==> src/pkg/msp_pkg.sv <==
// Constants and types shared by the signalling PDU mapper.
package msp_pkg;

  // ----------------------------------------------------------------
  // Connection identity values and ranges
  // ----------------------------------------------------------------
  localparam int unsigned CID_W            = 16;
  localparam logic [15:0] BROADCAST_CID    = 16'h0000;
  localparam logic [15:0] MULTI_TERM_CID   = 16'h0001;
  localparam logic [15:0] DUMMY_CID        = 16'h0003;
  localparam logic [15:0] RANGING_CID      = 16'h0004;
  localparam logic [15:0] BASIC_LO         = 16'h000a;
  localparam logic [15:0] BASIC_HI         = 16'h0409;
  localparam logic [15:0] PRIMARY_HI       = 16'h0809;
  localparam logic [15:0] SECONDARY_HI     = 16'h0c09;
  localparam logic [15:0] DATA_LO          = 16'h0c0a;
  localparam logic [15:0] DATA_HI          = 16'hffff;

  typedef enum logic [3:0] {
    CLS_BROADCAST = 4'h0,
    CLS_MULTI     = 4'h1,
    CLS_DUMMY     = 4'h2,
    CLS_RANGING   = 4'h3,
    CLS_BASIC     = 4'h4,
    CLS_PRIMARY   = 4'h5,
    CLS_SECONDARY = 4'h6,
    CLS_DATA      = 4'h7,
    CLS_INVALID   = 4'hf
  } msp_class_e;

  // ----------------------------------------------------------------
  // PDU types, grant kinds and payload sizes
  // ----------------------------------------------------------------
  typedef enum logic [2:0] {
    PT_DATA        = 3'h0,
    PT_LONG_SIG    = 3'h1,
    PT_LONG_SEG    = 3'h2,
    PT_SHORT_SIG   = 3'h3,
    PT_LONG_DUMMY  = 3'h4,
    PT_SHORT_DUMMY = 3'h5
  } msp_pdu_e;

  typedef enum logic [1:0] {
    GR_LONG    = 2'h0,
    GR_SHORT   = 2'h1,
    GR_CONTEND = 2'h2,
    GR_RANGING = 2'h3
  } msp_grant_e;

  localparam logic [5:0] LONG_PAYLOAD  = 6'h33;
  localparam logic [5:0] SHORT_PAYLOAD = 6'h08;
  localparam logic [3:0] PHY_MODE_1    = 4'h1;

  // ----------------------------------------------------------------
  // Register map
  // ----------------------------------------------------------------
  localparam int unsigned ADDR_W     = 4;
  localparam logic [3:0]  REG_CTRL   = 4'h0;
  localparam logic [3:0]  REG_STATUS = 4'h4;
  localparam logic [3:0]  REG_CLASS  = 4'h8;
  localparam logic [3:0]  REG_ALLOC  = 4'hc;

  localparam int unsigned CTRL_ROLE_BIT   = 0;
  localparam int unsigned CTRL_PAD_LSB    = 4;
  localparam int unsigned CTRL_ROBUST_LSB = 12;
  localparam logic [3:0]  ROBUST_RST      = 4'h1;
  localparam logic [7:0]  PAD_RST         = 8'h00;

  localparam int unsigned ST_SHORT_LONG = 0;
  localparam int unsigned ST_PACK_SEG   = 1;
  localparam int unsigned ST_UL_RSVD    = 2;
  localparam int unsigned ST_INVALID    = 3;
  localparam int unsigned ST_UL_MULTI   = 4;
  localparam int unsigned ST_DL_SHORT   = 5;
  localparam int unsigned ST_W          = 6;

endpackage : msp_pkg

==> src/logic/mac_signalling_pdu_mapper.sv <==
// Connection identity classifier and signalling PDU composer.
//
// The implementer's own choices: the address-and-strobe port and the register addresses.
`timescale 1ns/10ps
module mac_signalling_pdu_mapper #(
  parameter int unsigned PDU_CNT_W = 4
) (
  // Clock, reset, enable
  input  wire logic        clock,
  input  wire logic        rst_b,
  input  wire logic        clkEn,
  // Register port
  input  wire logic [3:0]  regAddr,
  input  wire logic [31:0] regWdata,
  input  wire logic        regWrite,
  input  wire logic        regRead,
  output logic      [31:0] regRdata,
  // Received header
  input  wire logic        hdrValid,
  input  wire logic [15:0] hdrCid,
  input  wire logic        hdrUplink,
  output logic             clsValid,
  output logic      [3:0]  clsCode,
  output logic             clsInvalid,
  // Grant
  input  wire logic        grantValid,
  input  wire logic [1:0]  grantKind,
  input  wire logic [3:0]  grantPhy,
  input  wire logic [PDU_CNT_W-1:0] grantPdus,
  output logic             grantReady,
  // Message source
  input  wire logic        msgValid,
  input  wire logic [7:0]  msgByte,
  input  wire logic        msgLast,
  input  wire logic [7:0]  msgLen,
  input  wire logic [15:0] msgCid,
  input  wire logic        msgMgmt,
  input  wire logic        msgBwReq,
  input  wire logic        msgPacked,
  input  wire logic        msgSeg,
  input  wire logic        msgMulti,
  input  wire logic        needShortGrant,
  output logic             msgReady,
  output logic             msgReject,
  // Transmit stream
  output logic             txValid,
  output logic      [7:0]  txByte,
  output logic             txStart,
  output logic             txLast,
  output logic      [2:0]  txPduType,
  output logic      [3:0]  txPhyMode,
  output logic      [15:0] txCid,
  output logic             txShortReq
);

  generate
    if (PDU_CNT_W < 1 || PDU_CNT_W > 8) begin : gBadParam
      $error("PDU_CNT_W must lie in 1..8");
    end
  endgenerate

  // ----------------------------------------------------------------
  // State
  // ----------------------------------------------------------------
  typedef enum logic [2:0] {
    S_IDLE = 3'b001,
    S_COPY = 3'b010,
    S_PAD  = 3'b100
  } msp_state_e;

  localparam int unsigned ST_W_L = msp_pkg::ST_W;

  typedef struct packed {
    msp_state_e          fsm;
    logic [3:0]          cls;
    logic                clsValid;
    logic                clsInvalid;
    logic [15:0]         lastCid;
    logic [2:0]          pduType;
    logic [3:0]          phyMode;
    logic [15:0]         cid;
    logic [7:0]          txByte;
    logic                txValid;
    logic                txStart;
    logic                txLast;
    logic                shortReq;
    logic                reject;
    logic [5:0]          cnt;
    logic [5:0]          payLen;
    logic [PDU_CNT_W-1:0] pduLeft;
    logic                roleAp;
    logic [7:0]          padByte;
    logic [3:0]          robust;
    logic [ST_W_L-1:0]   status;
    logic [15:0]         allocCid;
    logic [31:0]         rdata;
  } msp_state_s;

  msp_state_s q;
  msp_state_s d;

  // ----------------------------------------------------------------
  // Identity decode
  // ----------------------------------------------------------------
  // Values that no class claims fall through to the invalid class.
  function automatic logic [3:0] classOf(input logic [15:0] c);
    logic [3:0] r;
    r = msp_pkg::CLS_INVALID;
    if (c == msp_pkg::BROADCAST_CID) begin
      r = msp_pkg::CLS_BROADCAST;
    end else if (c == msp_pkg::MULTI_TERM_CID) begin
      r = msp_pkg::CLS_MULTI;
    end else if (c == msp_pkg::DUMMY_CID) begin
      r = msp_pkg::CLS_DUMMY;
    end else if (c == msp_pkg::RANGING_CID) begin
      r = msp_pkg::CLS_RANGING;
    end else if (c >= msp_pkg::BASIC_LO && c <= msp_pkg::BASIC_HI) begin
      r = msp_pkg::CLS_BASIC;
    end else if (c > msp_pkg::BASIC_HI && c <= msp_pkg::PRIMARY_HI) begin
      r = msp_pkg::CLS_PRIMARY;
    end else if (c > msp_pkg::PRIMARY_HI && c <= msp_pkg::SECONDARY_HI) begin
      r = msp_pkg::CLS_SECONDARY;
    end else if (c >= msp_pkg::DATA_LO) begin
      r = msp_pkg::CLS_DATA;
    end
    return r;
  endfunction : classOf

  logic [3:0] hdrCls;
  logic [3:0] msgCls;
  assign hdrCls = classOf(hdrCid);
  assign msgCls = classOf(msgCid);

  // ----------------------------------------------------------------
  // Grant decision
  // ----------------------------------------------------------------
  logic isShort;
  logic shortOk;
  logic longBad;
  logic longOk;
  logic [5:0] lastIdx;
  logic [7:0] shortMax;
  logic [7:0] longMax;

  // A message that the grant cannot carry is refused and a dummy of the
  // granted kind goes out instead; a short grant taken as access point sends nothing.
  assign shortMax = {2'b00, msp_pkg::SHORT_PAYLOAD};
  assign longMax  = {2'b00, msp_pkg::LONG_PAYLOAD};
  assign isShort  = grantKind != msp_pkg::GR_LONG;
  assign shortOk  = msgValid && msgMgmt && !msgPacked && !msgSeg && !msgMulti
                    && msgLen <= shortMax
                    && (grantKind != msp_pkg::GR_CONTEND || msgBwReq);
  assign longBad  = (msgPacked && msgSeg)
                    || (msgMulti && (!q.roleAp || msgSeg || msgPacked))
                    || (msgMulti && msgCls != msp_pkg::CLS_MULTI)
                    || msgLen > longMax;
  assign longOk   = msgValid && !longBad;
  assign lastIdx  = q.payLen - 6'h01;

  assign grantReady = clkEn && q.fsm == S_IDLE;
  assign msgReady   = clkEn && q.fsm == S_COPY;

  // ----------------------------------------------------------------
  // Next state
  // ----------------------------------------------------------------
  always_comb begin
    logic [ST_W_L-1:0] stSet;
    logic [ST_W_L-1:0] stClr;
    logic              endPdu;
    stSet  = '0;
    stClr  = '0;
    endPdu = 1'b0;
    d = q;
    d.clsValid = 1'b0;
    d.txValid  = 1'b0;
    d.txStart  = 1'b0;
    d.txLast   = 1'b0;
    d.reject   = 1'b0;
    d.shortReq = needShortGrant && !q.roleAp;

    if (hdrValid) begin
      d.clsValid   = 1'b1;
      d.cls        = hdrCls;
      d.clsInvalid = hdrCls == msp_pkg::CLS_INVALID;
      d.lastCid    = hdrCid;
      stSet[msp_pkg::ST_INVALID] = hdrCls == msp_pkg::CLS_INVALID;
      stSet[msp_pkg::ST_UL_RSVD] = hdrUplink
        && (hdrCls == msp_pkg::CLS_BROADCAST || hdrCls == msp_pkg::CLS_MULTI
            || hdrCls == msp_pkg::CLS_RANGING);
    end

    case (q.fsm)
      S_IDLE: begin
        if (grantValid) begin
          d.cnt     = '0;
          d.cid     = msgCid;
          d.phyMode = grantPhy;
          if (isShort) begin
            if (q.roleAp) begin
              stSet[msp_pkg::ST_DL_SHORT] = 1'b1;
            end else begin
              d.payLen  = msp_pkg::SHORT_PAYLOAD;
              d.pduLeft = PDU_CNT_W'(1);
              d.pduType = shortOk ? msp_pkg::PT_SHORT_SIG : msp_pkg::PT_SHORT_DUMMY;
              d.fsm     = shortOk ? S_COPY : S_PAD;
              d.reject  = msgValid && !shortOk;
              if (!shortOk) begin
                d.cid = msp_pkg::DUMMY_CID;
              end
              if (grantKind != msp_pkg::GR_SHORT) begin
                d.phyMode = msp_pkg::PHY_MODE_1;
              end
              stSet[msp_pkg::ST_SHORT_LONG] = msgValid && msgMgmt && msgLen > shortMax;
            end
          end else begin
            d.payLen  = msp_pkg::LONG_PAYLOAD;
            d.pduLeft = (grantPdus == '0) ? PDU_CNT_W'(1) : grantPdus;
            d.fsm     = longOk ? S_COPY : S_PAD;
            d.reject  = msgValid && longBad;
            if (!longOk) begin
              d.pduType = msp_pkg::PT_LONG_DUMMY;
              d.cid     = msp_pkg::DUMMY_CID;
            end else if (msgMgmt) begin
              d.pduType = msgSeg ? msp_pkg::PT_LONG_SEG : msp_pkg::PT_LONG_SIG;
            end else begin
              d.pduType = msp_pkg::PT_DATA;
            end
            if (q.roleAp && msgCls == msp_pkg::CLS_BROADCAST) begin
              d.phyMode = q.robust;
            end
            stSet[msp_pkg::ST_PACK_SEG] = msgValid && msgPacked && msgSeg;
            stSet[msp_pkg::ST_UL_MULTI] = msgValid && msgMulti && !q.roleAp;
          end
        end
      end
      S_COPY: begin
        if (msgValid) begin
          d.txValid = 1'b1;
          d.txByte  = msgByte;
          d.txStart = q.cnt == '0;
          d.cnt     = q.cnt + 6'h01;
          if (q.cnt == lastIdx) begin
            endPdu = 1'b1;
          end else if (msgLast) begin
            d.fsm = S_PAD;
          end
        end
      end
      S_PAD: begin
        d.txValid = 1'b1;
        d.txByte  = q.padByte;
        // A follow-on dummy takes its type and identity with its first byte,
        // so the last byte of the PDU before it still shows its own.
        if (q.txLast) begin
          d.pduType = msp_pkg::PT_LONG_DUMMY;
          d.cid     = msp_pkg::DUMMY_CID;
        end
        d.txStart = q.cnt == '0;
        d.cnt     = q.cnt + 6'h01;
        endPdu    = q.cnt == lastIdx;
      end
      default: begin
        d.fsm = S_IDLE;
      end
    endcase

    if (endPdu) begin
      d.txLast = 1'b1;
      d.cnt    = '0;
      if (q.pduLeft > PDU_CNT_W'(1)) begin
        d.pduLeft = q.pduLeft - PDU_CNT_W'(1);
        d.fsm     = S_PAD;
      end else begin
        d.fsm = S_IDLE;
      end
    end

    d.rdata = '0;
    if (regWrite) begin
      case (regAddr)
        msp_pkg::REG_CTRL: begin
          d.roleAp  = regWdata[msp_pkg::CTRL_ROLE_BIT];
          d.padByte = regWdata[msp_pkg::CTRL_PAD_LSB +: 8];
          d.robust  = regWdata[msp_pkg::CTRL_ROBUST_LSB +: 4];
        end
        msp_pkg::REG_STATUS: begin
          stClr = regWdata[ST_W_L-1:0];
        end
        msp_pkg::REG_ALLOC: begin
          // Only the access point hands out new data identities.
          if (q.roleAp) begin
            d.allocCid = (q.allocCid == msp_pkg::DATA_HI) ? msp_pkg::DATA_LO
                                                          : q.allocCid + 16'h0001;
          end
        end
        default: begin
        end
      endcase
    end
    if (regRead) begin
      case (regAddr)
        msp_pkg::REG_CTRL: begin
          d.rdata[msp_pkg::CTRL_ROLE_BIT]        = q.roleAp;
          d.rdata[msp_pkg::CTRL_PAD_LSB +: 8]    = q.padByte;
          d.rdata[msp_pkg::CTRL_ROBUST_LSB +: 4] = q.robust;
        end
        msp_pkg::REG_STATUS: d.rdata[ST_W_L-1:0] = q.status;
        msp_pkg::REG_CLASS:  d.rdata = {q.lastCid, 11'h000, q.clsInvalid, q.cls};
        msp_pkg::REG_ALLOC:  d.rdata = {16'h0000, q.allocCid};
        default:             d.rdata = '0;
      endcase
    end
    // A new event wins over a clear in the same cycle.
    d.status = (q.status & ~stClr) | stSet;
  end

  // ----------------------------------------------------------------
  // Registers
  // ----------------------------------------------------------------
  always_ff @(posedge clock or negedge rst_b) begin
    if (!rst_b) begin
      q          <= '0;
      q.fsm      <= S_IDLE;
      q.cls      <= msp_pkg::CLS_INVALID;
      q.payLen   <= msp_pkg::LONG_PAYLOAD;
      q.padByte  <= msp_pkg::PAD_RST;
      q.robust   <= msp_pkg::ROBUST_RST;
      q.allocCid <= msp_pkg::DATA_LO;
      q.cid      <= msp_pkg::DUMMY_CID;
    end else if (clkEn) begin
      q <= d;
    end
  end

  assign regRdata   = q.rdata;
  assign clsValid   = q.clsValid;
  assign clsCode    = q.cls;
  assign clsInvalid = q.clsInvalid;
  assign msgReject  = q.reject;
  assign txValid    = q.txValid;
  assign txByte     = q.txByte;
  assign txStart    = q.txStart;
  assign txLast     = q.txLast;
  assign txPduType  = q.pduType;
  assign txPhyMode  = q.phyMode;
  assign txCid      = q.cid;
  assign txShortReq = q.shortReq;

endmodule : mac_signalling_pdu_mapper

==> config.mk <==
export PLATFORM = sky130hd
export DESIGN_NAME = mac_signalling_pdu_mapper
export DESIGN_NICKNAME = d
export VERILOG_FILES = /design/src/pkg/msp_pkg.sv /design/src/logic/mac_signalling_pdu_mapper.sv
export SDC_FILE = /design/constraint.sdc
export NUM_CORES = 1
export LEC_CHECK = 0
export ABC_AREA = 1
export BUFFER_PORTS_ARGS = -buffer_cell sky130_fd_sc_hd__buf_4
export CAP_MARGIN = 15
export CORE_AREA = 3 3 173 175
export DETAILED_ROUTE_END_ITERATION = 16
export DIE_AREA = 0 0 176 178
export PLACE_DENSITY = 0.52
export RECOVER_POWER = 100
export SLEW_MARGIN = 15
export SYNTH_ARGS = -nofsm -noshare
export SYNTH_HDL_FRONTEND = slang
export SYNTH_SLANG_ARGS = --single-unit
==> constraint.sdc <==
create_clock -name clock -period 4.2 [get_ports clock]
set_input_delay 0.42 -clock clock [delete_from_list [all_inputs] [get_ports clock]]
set_output_delay 0.42 -clock clock [all_outputs]
set_load 0.02 [all_outputs]
== Word-level counts from Yosys, hierarchy flattened ==
Cells that the tools add are included.

* Bits in latches: 0
* Register bits after elaboration: 144
* Memory bits (writable): 0
* Bits in read-only memories: 0
* Word-level logic and storage cells: 224
* Memories kept: 0
* Input port bits: 110

* Bitwise gates (word level): 3
* $lt $le $gt $ge: 18
* Reductions and logical operators: 63
* Multiplexer cells: 82
* Add/sub/neg operators: 4
* Divide/modulo/power cells: 0
* Equal/unequal tests: 31
* Shift-type cells: 0
* Multipliers: 0

{| class="wikitable"
|+ Operators with widths
! cell !! count
|-
| 4-bit 2-to-1 mux || 22
|-
| 16-bit 2-to-1 mux || 5
|-
| 23-bit 2-to-1 mux || 3
|-
| 16-bit by 12-bit <= comparator with 1-bit output (second input constant) || 4
|-
| 10-bit one-hot mux with 2 select lines || 2
|-
| 3-bit 2-to-1 mux || 13
|-
| 16-bit by 1-bit == test with 1-bit output (second input constant) || 2
|-
| 16-bit by 2-bit == test with 1-bit output (second input constant) || 2
|-
| 16-bit by 3-bit == test with 1-bit output (second input constant) || 2
|-
| 16-bit by 12-bit greater-or-equal comparator with 1-bit output (second input constant) || 2
|-
| 16-bit by 4-bit greater-or-equal comparator with 1-bit output (second input constant) || 2
|-
| 16-bit by 11-bit greater-than comparator with 1-bit output (second input constant) || 2
|-
| 16-bit by 12-bit greater-than comparator with 1-bit output (second input constant) || 2
|-
| 16-bit by 11-bit <= comparator with 1-bit output (second input constant) || 2
|-
| 16-bit logical NOT || 2
|-
| 32-bit 2-to-1 mux || 1
|-
| 16-bit one-hot mux with 2 select lines || 1
|-
| 10-bit 2-to-1 mux || 3
|-
| 1-bit logical AND || 28
|-
| 6-bit 2-to-1 mux || 4
|-
| 18-bit 2-to-1 mux || 1
|-
| 3-bit one-hot mux with 3 select lines || 2
|-
| 6-bit one-hot mux with 3 select lines || 1
|-
| 17-bit 2-to-1 mux || 1
|-
| other kinds (43) || 92
|}

== Longest topological paths before layout ==
Gate-level depths: netlist (run 1).

* Word-level depth: 20
* Mapped depth: 14
* Mapped depth without buffers: 14

== Worst setup path before layout (run 1) ==
Ideal clock, no wire load.

* Kind: register to register
* From: reg q[75] in the netlist's numbering
* To: reg q[67] in the netlist's numbering
* Arrival time: 1.687 ns
* Setup slack: 2.380 ns
* Required time: 4.067 ns
* Setup time: 0.133 ns
* Period minus slack after synthesis: 1.820 ns
* Cell stages (with the launch flop): 14
* Buffers on the path: 0
* Path through: dfstp_2 > inv_1 > ha_1 > inv_1 > nand2_1 > nand2_1 > nor2_1 > nand3_1 > nor2_1 > nand2_1 > nand2_1 > o21ai_0 > nand2_1 > o21ai_0

* Word-level cells in the longest chain between the ends: 6

{| class="wikitable"
|+ RTL lines
! item !! RTL line !! source
|-
| start: declaration || mac_signalling_pdu_mapper.sv:99 || <nowiki>msp_state_s q;</nowiki>
|-
| 6-bit by 1-bit subtractor with 6-bit output * || mac_signalling_pdu_mapper.sv:158 || <nowiki>assign lastIdx = q.payLen - 6'h01;</nowiki>
|-
| 6-bit == test * || mac_signalling_pdu_mapper.sv:242, mac_signalling_pdu_mapper.sv:260 ||
|-
| 1-bit 2-to-1 mux || mac_signalling_pdu_mapper.sv:242 || <nowiki>if (q.cnt == lastIdx) begin</nowiki>
|-
| 1-bit 2-to-1 mux || mac_signalling_pdu_mapper.sv:237 || <nowiki>if (msgValid) begin</nowiki>
|-
| 1-bit one-hot mux with 2 select lines * || mac_signalling_pdu_mapper.sv:192 || <nowiki>case (q.fsm)</nowiki>
|-
| 4-bit 2-to-1 mux * || mac_signalling_pdu_mapper.sv:267 || <nowiki>if (endPdu) begin</nowiki>
|}

Every way passes the cells marked *; elsewhere a longest branch is shown, timed or not.
A chain may end at the register's enable or synchronous reset.

==> out/metrics.csv, run 1 <==
metric,value,unit
hold_buf cts,0,
total power,4.36,mW
clock share of power,35.6,%
synthesis-to-layout area growth,19.0,%
Mapped Cells,975,
Mapped Area,7620,µm²
# Post-CTS Setup Buffers,0,
skew final,0.0118,ns
fin crit share,58.3,%
initial antenna violation count,0,
Clock Pin Slew Worst Setup and Hold Paths,0.07,ns
I/O pins,186,
Worst setup SP type,input pin,
R2R cell count,5,
crit path capture type,register,
core area,28600,µm²
hold path depth,3,
fin nets,1191,
Hold Crit Start,hdrCid[13],
critical-path maximum fanout,41,
Die Y,178,µm
first-pass GRT wire length,36100,µm
Clock Tree Buf Depth,2,
static leakage,4.42,nW
RR Startpoint,q[141]$_DFFE_PN1P_,
Post-Syn Area per Cell,7.82,µm²
worst path required time,4.50,ns
max_slew headroom,-55.1,%
die width,176,µm
final setup fails,0,
routed vias,6590,
Crit path top cell by count,nand2_1,
Logic pwr share,24.8,%
hold crit path type,input pin to register,
failing checks,"max-capacitance violations, max-slew violations",
WL per Instance,15.5,µm
critical-path cell list,clkbuf_1 > inv_1 > buf_4 > nor2_1 > nand2_1 > clkinv_1 > nand2_1 > o41ai_1,
ant diodes,0,
maxcap violations,1,
Tmin final,2.45,ns
DRT iter0 DRCs,327,
CP Class,input pin to register,
clock latency on the worst-skew pair,0.43,ns
Max Transition Viols Final,91,
CTS tree,yes,
Internal Power,2.80,mW
RR Endpoint,txByte[7]$_DFFE_PN0P_,
crit path max-delay cell type,clkinv_1,
routed wire length,22800,µm
pwr dens,481,nW/µm²
Avg Vias per Cell,4.48,
drt pass-1 iters,5,
Synth warnings,0,
fill count,3094,
max frequency,408,MHz
largest net degree at the start of global routing,91,
RSZ-0062 raised after global routing,no,
post-route setup TNS,0,ns
Syn Nets,1092,
"Seq/Total Area, Yosys",46.2,%
H-tree Lvls,4,
Fin. Hold Viols,0,
Global Route Usage Sum,14.7,%
CTS root buffer,clkbuf_16,
CTS buffer count,17,
Seq pwr share,39.7,%
crit path DAT,2.75,ns
outcome,finished with violations,
# resized after CTS,0,
remaining global-route overflow,0,
final core occ,31.7,%
Initial Utilization,26.6,%
Psw,1.56,mW
worst vdd ir,0.223,mV
Routed Antenna Nets,0,
r2r setup slk,1.97,ns
Die Area,31300,µm²
clock sinks,140,
Max stage delay on crit path,0.65,ns
HPWL after detailed placement,16900,µm
std cell rows,62,
unique cell type count in the Yosys netlist,45,
vias in the first global route,6571,
hold worst-path end,q[132]$_DFFE_PN0P_,
Sw Share,35.8,%
routability cong.,0.865,
Seq cells post-synth,140,
measured slew at the worst slew-check pin,2.33,ns
share of cells above drive strength 1,14.4,%
port bufs,169,
DRC Markers,0,
## registers in the layout, indices dropped and copies added, names as in the netlist
signal,count
txStart,1
txByte,8
regRdata,32
clsValid,1
txLast,1
txValid,1
clsCode,4
q,66
txPhyMode,4
clsInvalid,1
txShortReq,1
txPduType,3
msgReject,1
txCid,16
## synthesized netlist by cell type (all sizes together)
master | count | area [µm²]
xnor2 | 3 | 26.3
a211oi | 1 | 7.51
o21ai | 89 | 445
and3 | 1 | 6.26
nor4 | 2 | 12.5
ha | 7 | 87.6
mux2 | 8 | 90.1
a31oi | 6 | 37.5
dfrtp | 127 | 3180
a22oi | 1 | 7.51
buf | 76 | 553
a221oi | 3 | 26.3
a22o | 10 | 87.6
o22ai | 15 | 93.8
o211ai | 2 | 15.0
o41ai | 1 | 8.76
nand2 | 231 | 875
o31ai | 2 | 15.0
nand3b | 2 | 15.0
a21oi | 33 | 165
a32o | 1 | 10.0
clkbuf | 16 | 60.1
nor2 | 98 | 410
xor2 | 3 | 26.3
o21bai | 1 | 7.51
nor3b | 1 | 7.51
nor3 | 17 | 90.1
nand3 | 75 | 393
dfstp | 13 | 342
nand4 | 13 | 81.3
inv | 114 | 428
o21a | 1 | 7.51
clkinv | 2 | 8.75
## worst max-delay path: cells and delay by family
kind | cells | cell delay, ns
buffers and inverters | 4 | 1.59
AOI/OAI and AO/OA | 1 | 0.09
and+or+nand+nor | 3 | 0.64
## layout make-up
cell class	count	area [µm²]	area share, %
clock buffers	17	425	4.69
clock inverters	15	171	1.89
inverters	116	437	4.81
multi-input cells	627	3030	33.4
flip-flops and latches	140	3520	38.8
well taps	384	480	5.30
repair buffers	172	1010	11.1
## cells in the final DEF, fill, tap and decap left out, types with 2 or more instances in the layout
cell type	Yosys	layout
nand2_1	228	229
dfstp_1	0	4
a221oi_1	3	3
inv_1	113	114
clkinv_2	1	2
inv_6	0	4
clkbuf_1	16	74
a21oi_1	33	33
buf_4	67	95
ha_1	7	7
mux2_2	8	8
o211ai_1	2	2
clkinv_8	0	2
a31oi_1	6	6
nor4_1	2	2
nor2_1	91	93
o22ai_1	15	15
a22o_1	10	10
nor2_4	5	4
nand3b_1	2	2
o21ai_0	88	88
dfrtp_1	127	127
nor3_1	16	17
nand3_1	73	74
nand2_2	3	2
o31ai_1	2	2
dfstp_2	13	9
nand4_1	13	13
xor2_1	3	3
inv_8	0	5
clkbuf_4	0	2
clkbuf_16	0	17
xnor2_1	3	3
## logic make-up after synthesis
logic type / Yosys count / synth area share (%)
AND/OR/NAND/NOR: 440 / 24.8
buffers and inverters: 208 / 13.8
AO/OA/AOI/OAI: 166 / 12.3
flip-flops: 140 / 46.2
multiplexers: 8 / 1.18
adder cells (fa/ha/maj): 7 / 1.15
XOR/XNOR: 6 / 0.689
## worst max-delay path by stage
stage                                   from                      to  slack [ns]  depth (start not counted)
after floorplan            q[75]$_DFFE_PN1P_       q[67]$_DFFE_PN0P_        2.38                         13
after global placement                 clkEn       q[74]$_DFFE_PN0P_        1.60                          8
after detailed placement               clkEn       q[48]$_DFFE_PN0P_        1.54                          8
after CTS                 q[141]$_DFFE_PN1P_   txByte[0]$_DFFE_PN0P_        1.95                          5
after global routing                   clkEn  clsInvalid$_DFFE_PN0P_        1.34                          5
final                                  clkEn       q[48]$_DFFE_PN0P_        1.75                          8
## power groups by stage
stage               sequential (mW)  clock, mW  combinational, mW
floorplan                      1.72          0              0.859
global placement               1.76          0               1.17
global route                   1.76       1.65               1.23
detailed placement             1.76          0               1.18
finish                         1.73       1.55               1.08
CTS                            1.74       1.60               1.19
## layer usage
layer	global-route usage (%)	up-vias	part of all wire, %
li1	-	3313	-
met5	0	-	0
met3	3.81	11	5.0
met1	19.7	3133	48
met2	23.8	133	46
met4	3.46	0	0.92
## metrics by stage
step | cell area, µm² | hold WS, ns | std cells | worst slack, ns
after CTS | 9380 | 0.120 | 1471 | 1.95
final | 9070 | 0.200 | 1471 | 1.75
after global routing | 9070 | 0.201 | 1471 | 1.34
after floorplan | 7620 | 0.124 | 975 | 2.38
after global placement | 8790 | 0.464 | 1439 | 1.60
after detailed placement | 8790 | 0.466 | 1439 | 1.54
No activity file was read; power rests on OpenSTA's default activity.
==> run 2: changes to the inputs <==
==> constraint.sdc (replaced) <==
create_clock -name clock -period 2.3 [get_ports clock]
set_input_delay 0.23 -clock clock [delete_from_list [all_inputs] [get_ports clock]]
set_output_delay 0.23 -clock clock [all_outputs]
set_load 0.02 [all_outputs]
==> out/metrics.csv, run 2 (synthesized netlist as in run 1, its figures left out) <==
metric,value,unit
Hold WS,0.0201,ns
outcome,finished with violations,
RR Startpoint,q[141]$_DFFE_PN1P_,
hold crit path type,input pin to register,
r2r setup slk,0.21,ns
worst path bufs/invs,1,
clock sinks,140,
total power,8.01,mW
fin crit share,90.7,%
dpl cell area,8920,µm²
fill count,3099,
crit path max-delay cell type,dfstp_1,
Initial Utilization,26.6,%
HPWL after detailed placement,17100,µm
post-route setup TNS,0,ns
Worst setup SP type,register,
RR Endpoint,txByte[2]$_DFFE_PN0P_,
routed vias,6603,
DRT iter0 DRCs,410,
routability cong.,0.862,
Crit path top cell by count,nand2_1,
maxcap violations,1,
Reg with most FFs,q,
ant diodes,0,
Max Transition Viols Final,61,
clock latency on the worst-skew pair,0.43,ns
static leakage,4.49,nW
Max stage delay on crit path,0.58,ns
worst path required time,2.62,ns
Fin. Hold Viols,0,
fin nets,1210,
synthesis-to-layout area growth,21.0,%
hold worst-path end,q[130]$_DFFE_PN0P_,
remaining global-route overflow,0,
largest net degree at the start of global routing,61,
pwr dens,869,nW/µm²
share of cells above drive strength 1,15.2,%
drt pass-1 iters,4,
Global Route Usage Sum,14.5,%
Die Area,31300,µm²
H-tree Lvls,4,
max layer used,met5,
final setup fails,0,
worst vdd ir,0.534,mV
CTS buffer count,17,
failing checks,"max-capacitance violations, max-slew violations",
Routed Antenna Nets,0,
max_slew headroom,-8.24,%
most frequent cells in the layout,"nand2_1 (228), dfrtp_1 (127), inv_1 (114), buf_4 (101), nor2_1 (92)",
met3 WL,982,µm
crit path capture type,register,
port bufs,169,
first-pass GRT wire length,35400,µm
routed wire length,22600,µm
Worst path depth,6,
Die Y,178,µm
measured slew at the worst slew-check pin,1.62,ns
"most common cell after layout, fill and taps aside",nand2_1,
std cell rows,62,
Largest register FFs,66,
Avg Vias per Cell,4.43,
Multi-input gate area,3050,µm²
Clock Tree Buf Depth,2,
critical-path maximum fanout,7,
R2R cell count,6,
Tmin final,2.09,ns
skew final,0.0120,ns
# Post-CTS Setup Buffers,0,
crit path DAT,2.40,ns
met2 WL,10400,µm
core area,28600,µm²
WL per Instance,15.2,µm
die width,176,µm
hold path depth,3,
CTS root buffer,clkbuf_16,
RSZ-0062 raised after global routing,no,
Hold Crit Start,hdrCid[11],
"Design Area, Final",9220,µm²
final core occ,32.2,%
register area,3520,µm²
metal1 wirelength,10900,µm
I/O pins,186,
max frequency,479,MHz
initial antenna violation count,1,
CTS tree,yes,
vias in the first global route,6525,
Clock Pin Slew Worst Setup and Hold Paths,0.07,ns
DRC Markers,0,
CP Class,register to register,
Top delay family on crit path,simple AND/OR/NAND/NOR gates,
critical-path cell list,nor2_1 > nand2_1 > nand2_1 > nand3_1 > clkbuf_1 > mux2_2,
-- run 2: changes by cell type in the layout (fill, tap and decap cells not counted), sizes merged --
cell / delta
clkbuf: +9
inv: -3
dlygate4sd3: +3
buf: +7
clkinvlp: -1
clkinv: +4
-- run 2: timing repair --
item,in CTS,in global routing
setup endpoints to repair,0,1
resized for setup,0,1
endpoints found under the hold margin,52,0
hold buffers,3,0
-- run 2: area by class of cell --
| class | instances | share of cell area, % |
|---|---|---|
| flip-flops and latches | 140 | 38.2 |
| multi-input cells | 627 | 33.1 |
| repair buffers | 191 | 12.3 |
| well taps | 384 | 5.21 |
| inverters | 116 | 4.73 |
| clock buffers | 17 | 4.61 |
| clock inverters | 15 | 1.93 |
-- run 2: tightest hold or removal path, delay by kind of cell --
| family | cells | cell delay, ns |
|---|---|---|
| buffers and inverters | 1 | 0.10 |
| and+or+nand+nor | 2 | 0.10 |
-- run 2: worst max path at each step --
stage	startpoint	to	slack, ns
floorplan	q[75]$_DFFE_PN1P_	q[67]$_DFFE_PN0P_	0.48
global placement	q[75]$_DFFE_PN1P_	q[69]$_DFFE_PN0P_	0.28
detailed placement	q[75]$_DFFE_PN1P_	q[69]$_DFFE_PN0P_	0.26
CTS	q[75]$_DFFE_PN1P_	q[69]$_DFFE_PN0P_	0.25
global route	q[75]$_DFFE_PN1P_	q[81]$_DFFE_PN0P_	0.02
finish	q[141]$_DFFE_PN1P_	txByte[2]$_DFFE_PN0P_	0.21
-- run 2: metal layers --
metal  track usage (%)  vias to the layer above
met5                 0                        -
met4              4.68                        2
met3              3.02                       20
met2              22.9                      147
met1              19.8                     3092
li1                  -                     3342
-- run 2: power breakdown --
group          internal, mW  switching [mW]  leakage (nW)
sequential             2.89           0.257          1.76
clock                  1.55            1.29         0.292
combinational         0.694            1.33          2.44
-- run 2: stage by stage --
step / setup WS [ns] / instances
2_1_floorplan: 0.480 / 975
3_3_place_gp: 0.278 / 1455
3_5_place_dp: 0.259 / 1455
4_1_cts: 0.248 / 1490
5_1_grt: 0.0198 / 1490
6_report: 0.213 / 1490
==> run 3: changes to the inputs <==
--- a/config.mk
+++ b/config.mk
@@ -8,10 +8,10 @@
 export ABC_AREA = 1
 export BUFFER_PORTS_ARGS = -buffer_cell sky130_fd_sc_hd__buf_4
 export CAP_MARGIN = 15
-export CORE_AREA = 3 3 173 175
+export CORE_AREA = 3 3 179 181
 export DETAILED_ROUTE_END_ITERATION = 16
-export DIE_AREA = 0 0 176 178
-export PLACE_DENSITY = 0.52
+export DIE_AREA = 0 0 182 184
+export PLACE_DENSITY = 0.5
 export RECOVER_POWER = 100
 export SLEW_MARGIN = 15
 export SYNTH_ARGS = -nofsm -noshare
==> out/metrics.csv, run 3 (synthesized netlist as in run 1, its figures left out) <==
metric,value,unit
Reg with most FFs,q,
initial antenna violation count,0,
Worst setup startpoint,q[141]$_DFFE_PN1P_,
final setup fails,0,
skew final,0.0131,ns
fill count,3401,
synthesis-to-layout area growth,20.7,%
# Post-CTS Setup Buffers,0,
Hold WS,0.0289,ns
clock latency on the worst-skew pair,0.43,ns
core area,30600,µm²
register area,3520,µm²
port bufs,169,
hold path depth,3,
critical-path maximum fanout,7,
clock sinks,140,
post-route setup TNS,0,ns
WL per Instance,15.2,µm
Die Y,184,µm
HPWL after detailed placement,17400,µm
CTS root buffer,clkbuf_16,
Largest register FFs,66,
worst vdd ir,0.415,mV
Internal Power,5.15,mW
maxcap violations,0,
final core occ,30.1,%
vias in the first global route,6684,
dpl cell area,8920,µm²
fin crit share,89.8,%
Hold Crit Start,hdrCid[11],
routability cong.,0.849,
R2R cell count,6,
DRT iter0 DRCs,327,
RSZ-0062 raised after global routing,no,
Post-Layout Cell Count,1500,
most frequent cells in the layout,"nand2_1 (230), dfrtp_1 (127), inv_1 (114), buf_4 (98), nor2_1 (91)",
largest net degree at the start of global routing,45,
first-pass GRT wire length,36300,µm
pwr dens,865,nW/µm²
Seq pwr share,39.6,%
# resized after CTS,0,
I/O pins,186,
H-tree Lvls,4,
Sw Share,35.2,%
clock share of power,35.1,%
Initial Utilization,24.9,%
worst path required time,2.60,ns
Routed Antenna Nets,0,
placed cells,1464,
die width,182,µm
Logic pwr share,25.3,%
static leakage,4.47,nW
fin nets,1207,
crit path capture type,register,
CP Class,register to register,
hold crit path type,input pin to register,
max frequency,484,MHz
Clock Pin Slew Worst Setup and Hold Paths,0.07,ns
CTS buffer count,17,
outcome,"complete, no violations",
Multi-input gate area,3050,µm²
Global Route Usage Sum,13.6,%
measured slew at the worst slew-check pin,1.12,ns
Die Area,33500,µm²
Max Transition Viols Final,0,
Psw,2.80,mW
DRC Markers,0,
CTS tree,yes,
RR Startpoint,q[141]$_DFFE_PN1P_,
share of cells above drive strength 1,15.0,%
routed vias,6657,
Avg Vias per Cell,4.44,
routed wire length,22700,µm
Clock Tree Buf Depth,2,
"Design Area, Final",9200,µm²
std cell rows,64,
Tmin final,2.07,ns
"most common cell after layout, fill and taps aside",nand2_1,
remaining global-route overflow,0,
max_slew headroom,25.3,%
Fin. Hold Viols,0,
Worst setup SP type,register,
drt pass-1 iters,4,
crit path DAT,2.37,ns
==> run 3: layout make-up <==
type / count / share of cell area [%]
sequential: 140 / 38.3
inverter: 116 / 4.75
clock inverter: 14 / 1.63
tap: 396 / 5.38
multi-input combinational: 627 / 33.2
clock buffer: 18 / 4.77
antenna: 1 / 0.0272
timing repair buffer: 188 / 12.0
==> run 3: power groups by stage <==
stage          registers, mW  logic (mW)  clock network, mW
2_1_floorplan           3.15        1.57                  0
3_3_place_gp            3.20        2.21                  0
3_5_place_dp            3.21        2.22                  0
4_1_cts                 3.16        2.23               2.89
5_1_grt                 3.20        2.27               2.98
6_report                3.15        2.01               2.80
==> run 3: per-stage QoR <==
stage / setup slack [ns] / total power, mW
after floorplan: 0.480 / 4.72
after global placement: 0.265 / 5.41
after detailed placement: 0.273 / 5.43
after CTS: 0.251 / 8.28
after global routing: 0.0548 / 8.45
final: 0.234 / 7.96
==> run 3: worst paths after layout <==
kind                                                 end  slack (ns)
worst max-delay path               txByte[0]$_DFFE_PN0P_        0.23
max in group asynchronous          txByte[5]$_DFFE_PN0P_        0.44
min in group asynchronous       regRdata[25]$_DFFE_PN0P_        0.54
worst min-delay path                  q[130]$_DFFE_PN0P_        0.03
worst min register to register     txCid[14]$_DFFE_PN0P_        0.48
worst max register to register     txByte[0]$_DFFE_PN0P_        0.23
==> run 3: layer usage <==
layer	GRT usage (%)	vias up	part of all wire, %
met5	0	-	0
met3	3.88	15	6.1
met1	18.3	3151	46
met4	2.93	0	0.80
met2	22.0	145	47
li1	-	3346	-
==> run 3: worst max-delay path, stage by stage (launching register included) <==
cell,delay (ns)
dfstp_1,0.58
nor2_1,0.06
nand2_1,0.21
nand2_1,0.16
nand3_1,0.25
clkbuf_2,0.31
mux2_2,0.37
==> run 3: repair_timing <==
item                                    CTS  global route
hold buffers                              3             0
hold endpoints to repair                 39             0
endpoints found under the setup margin    0             0
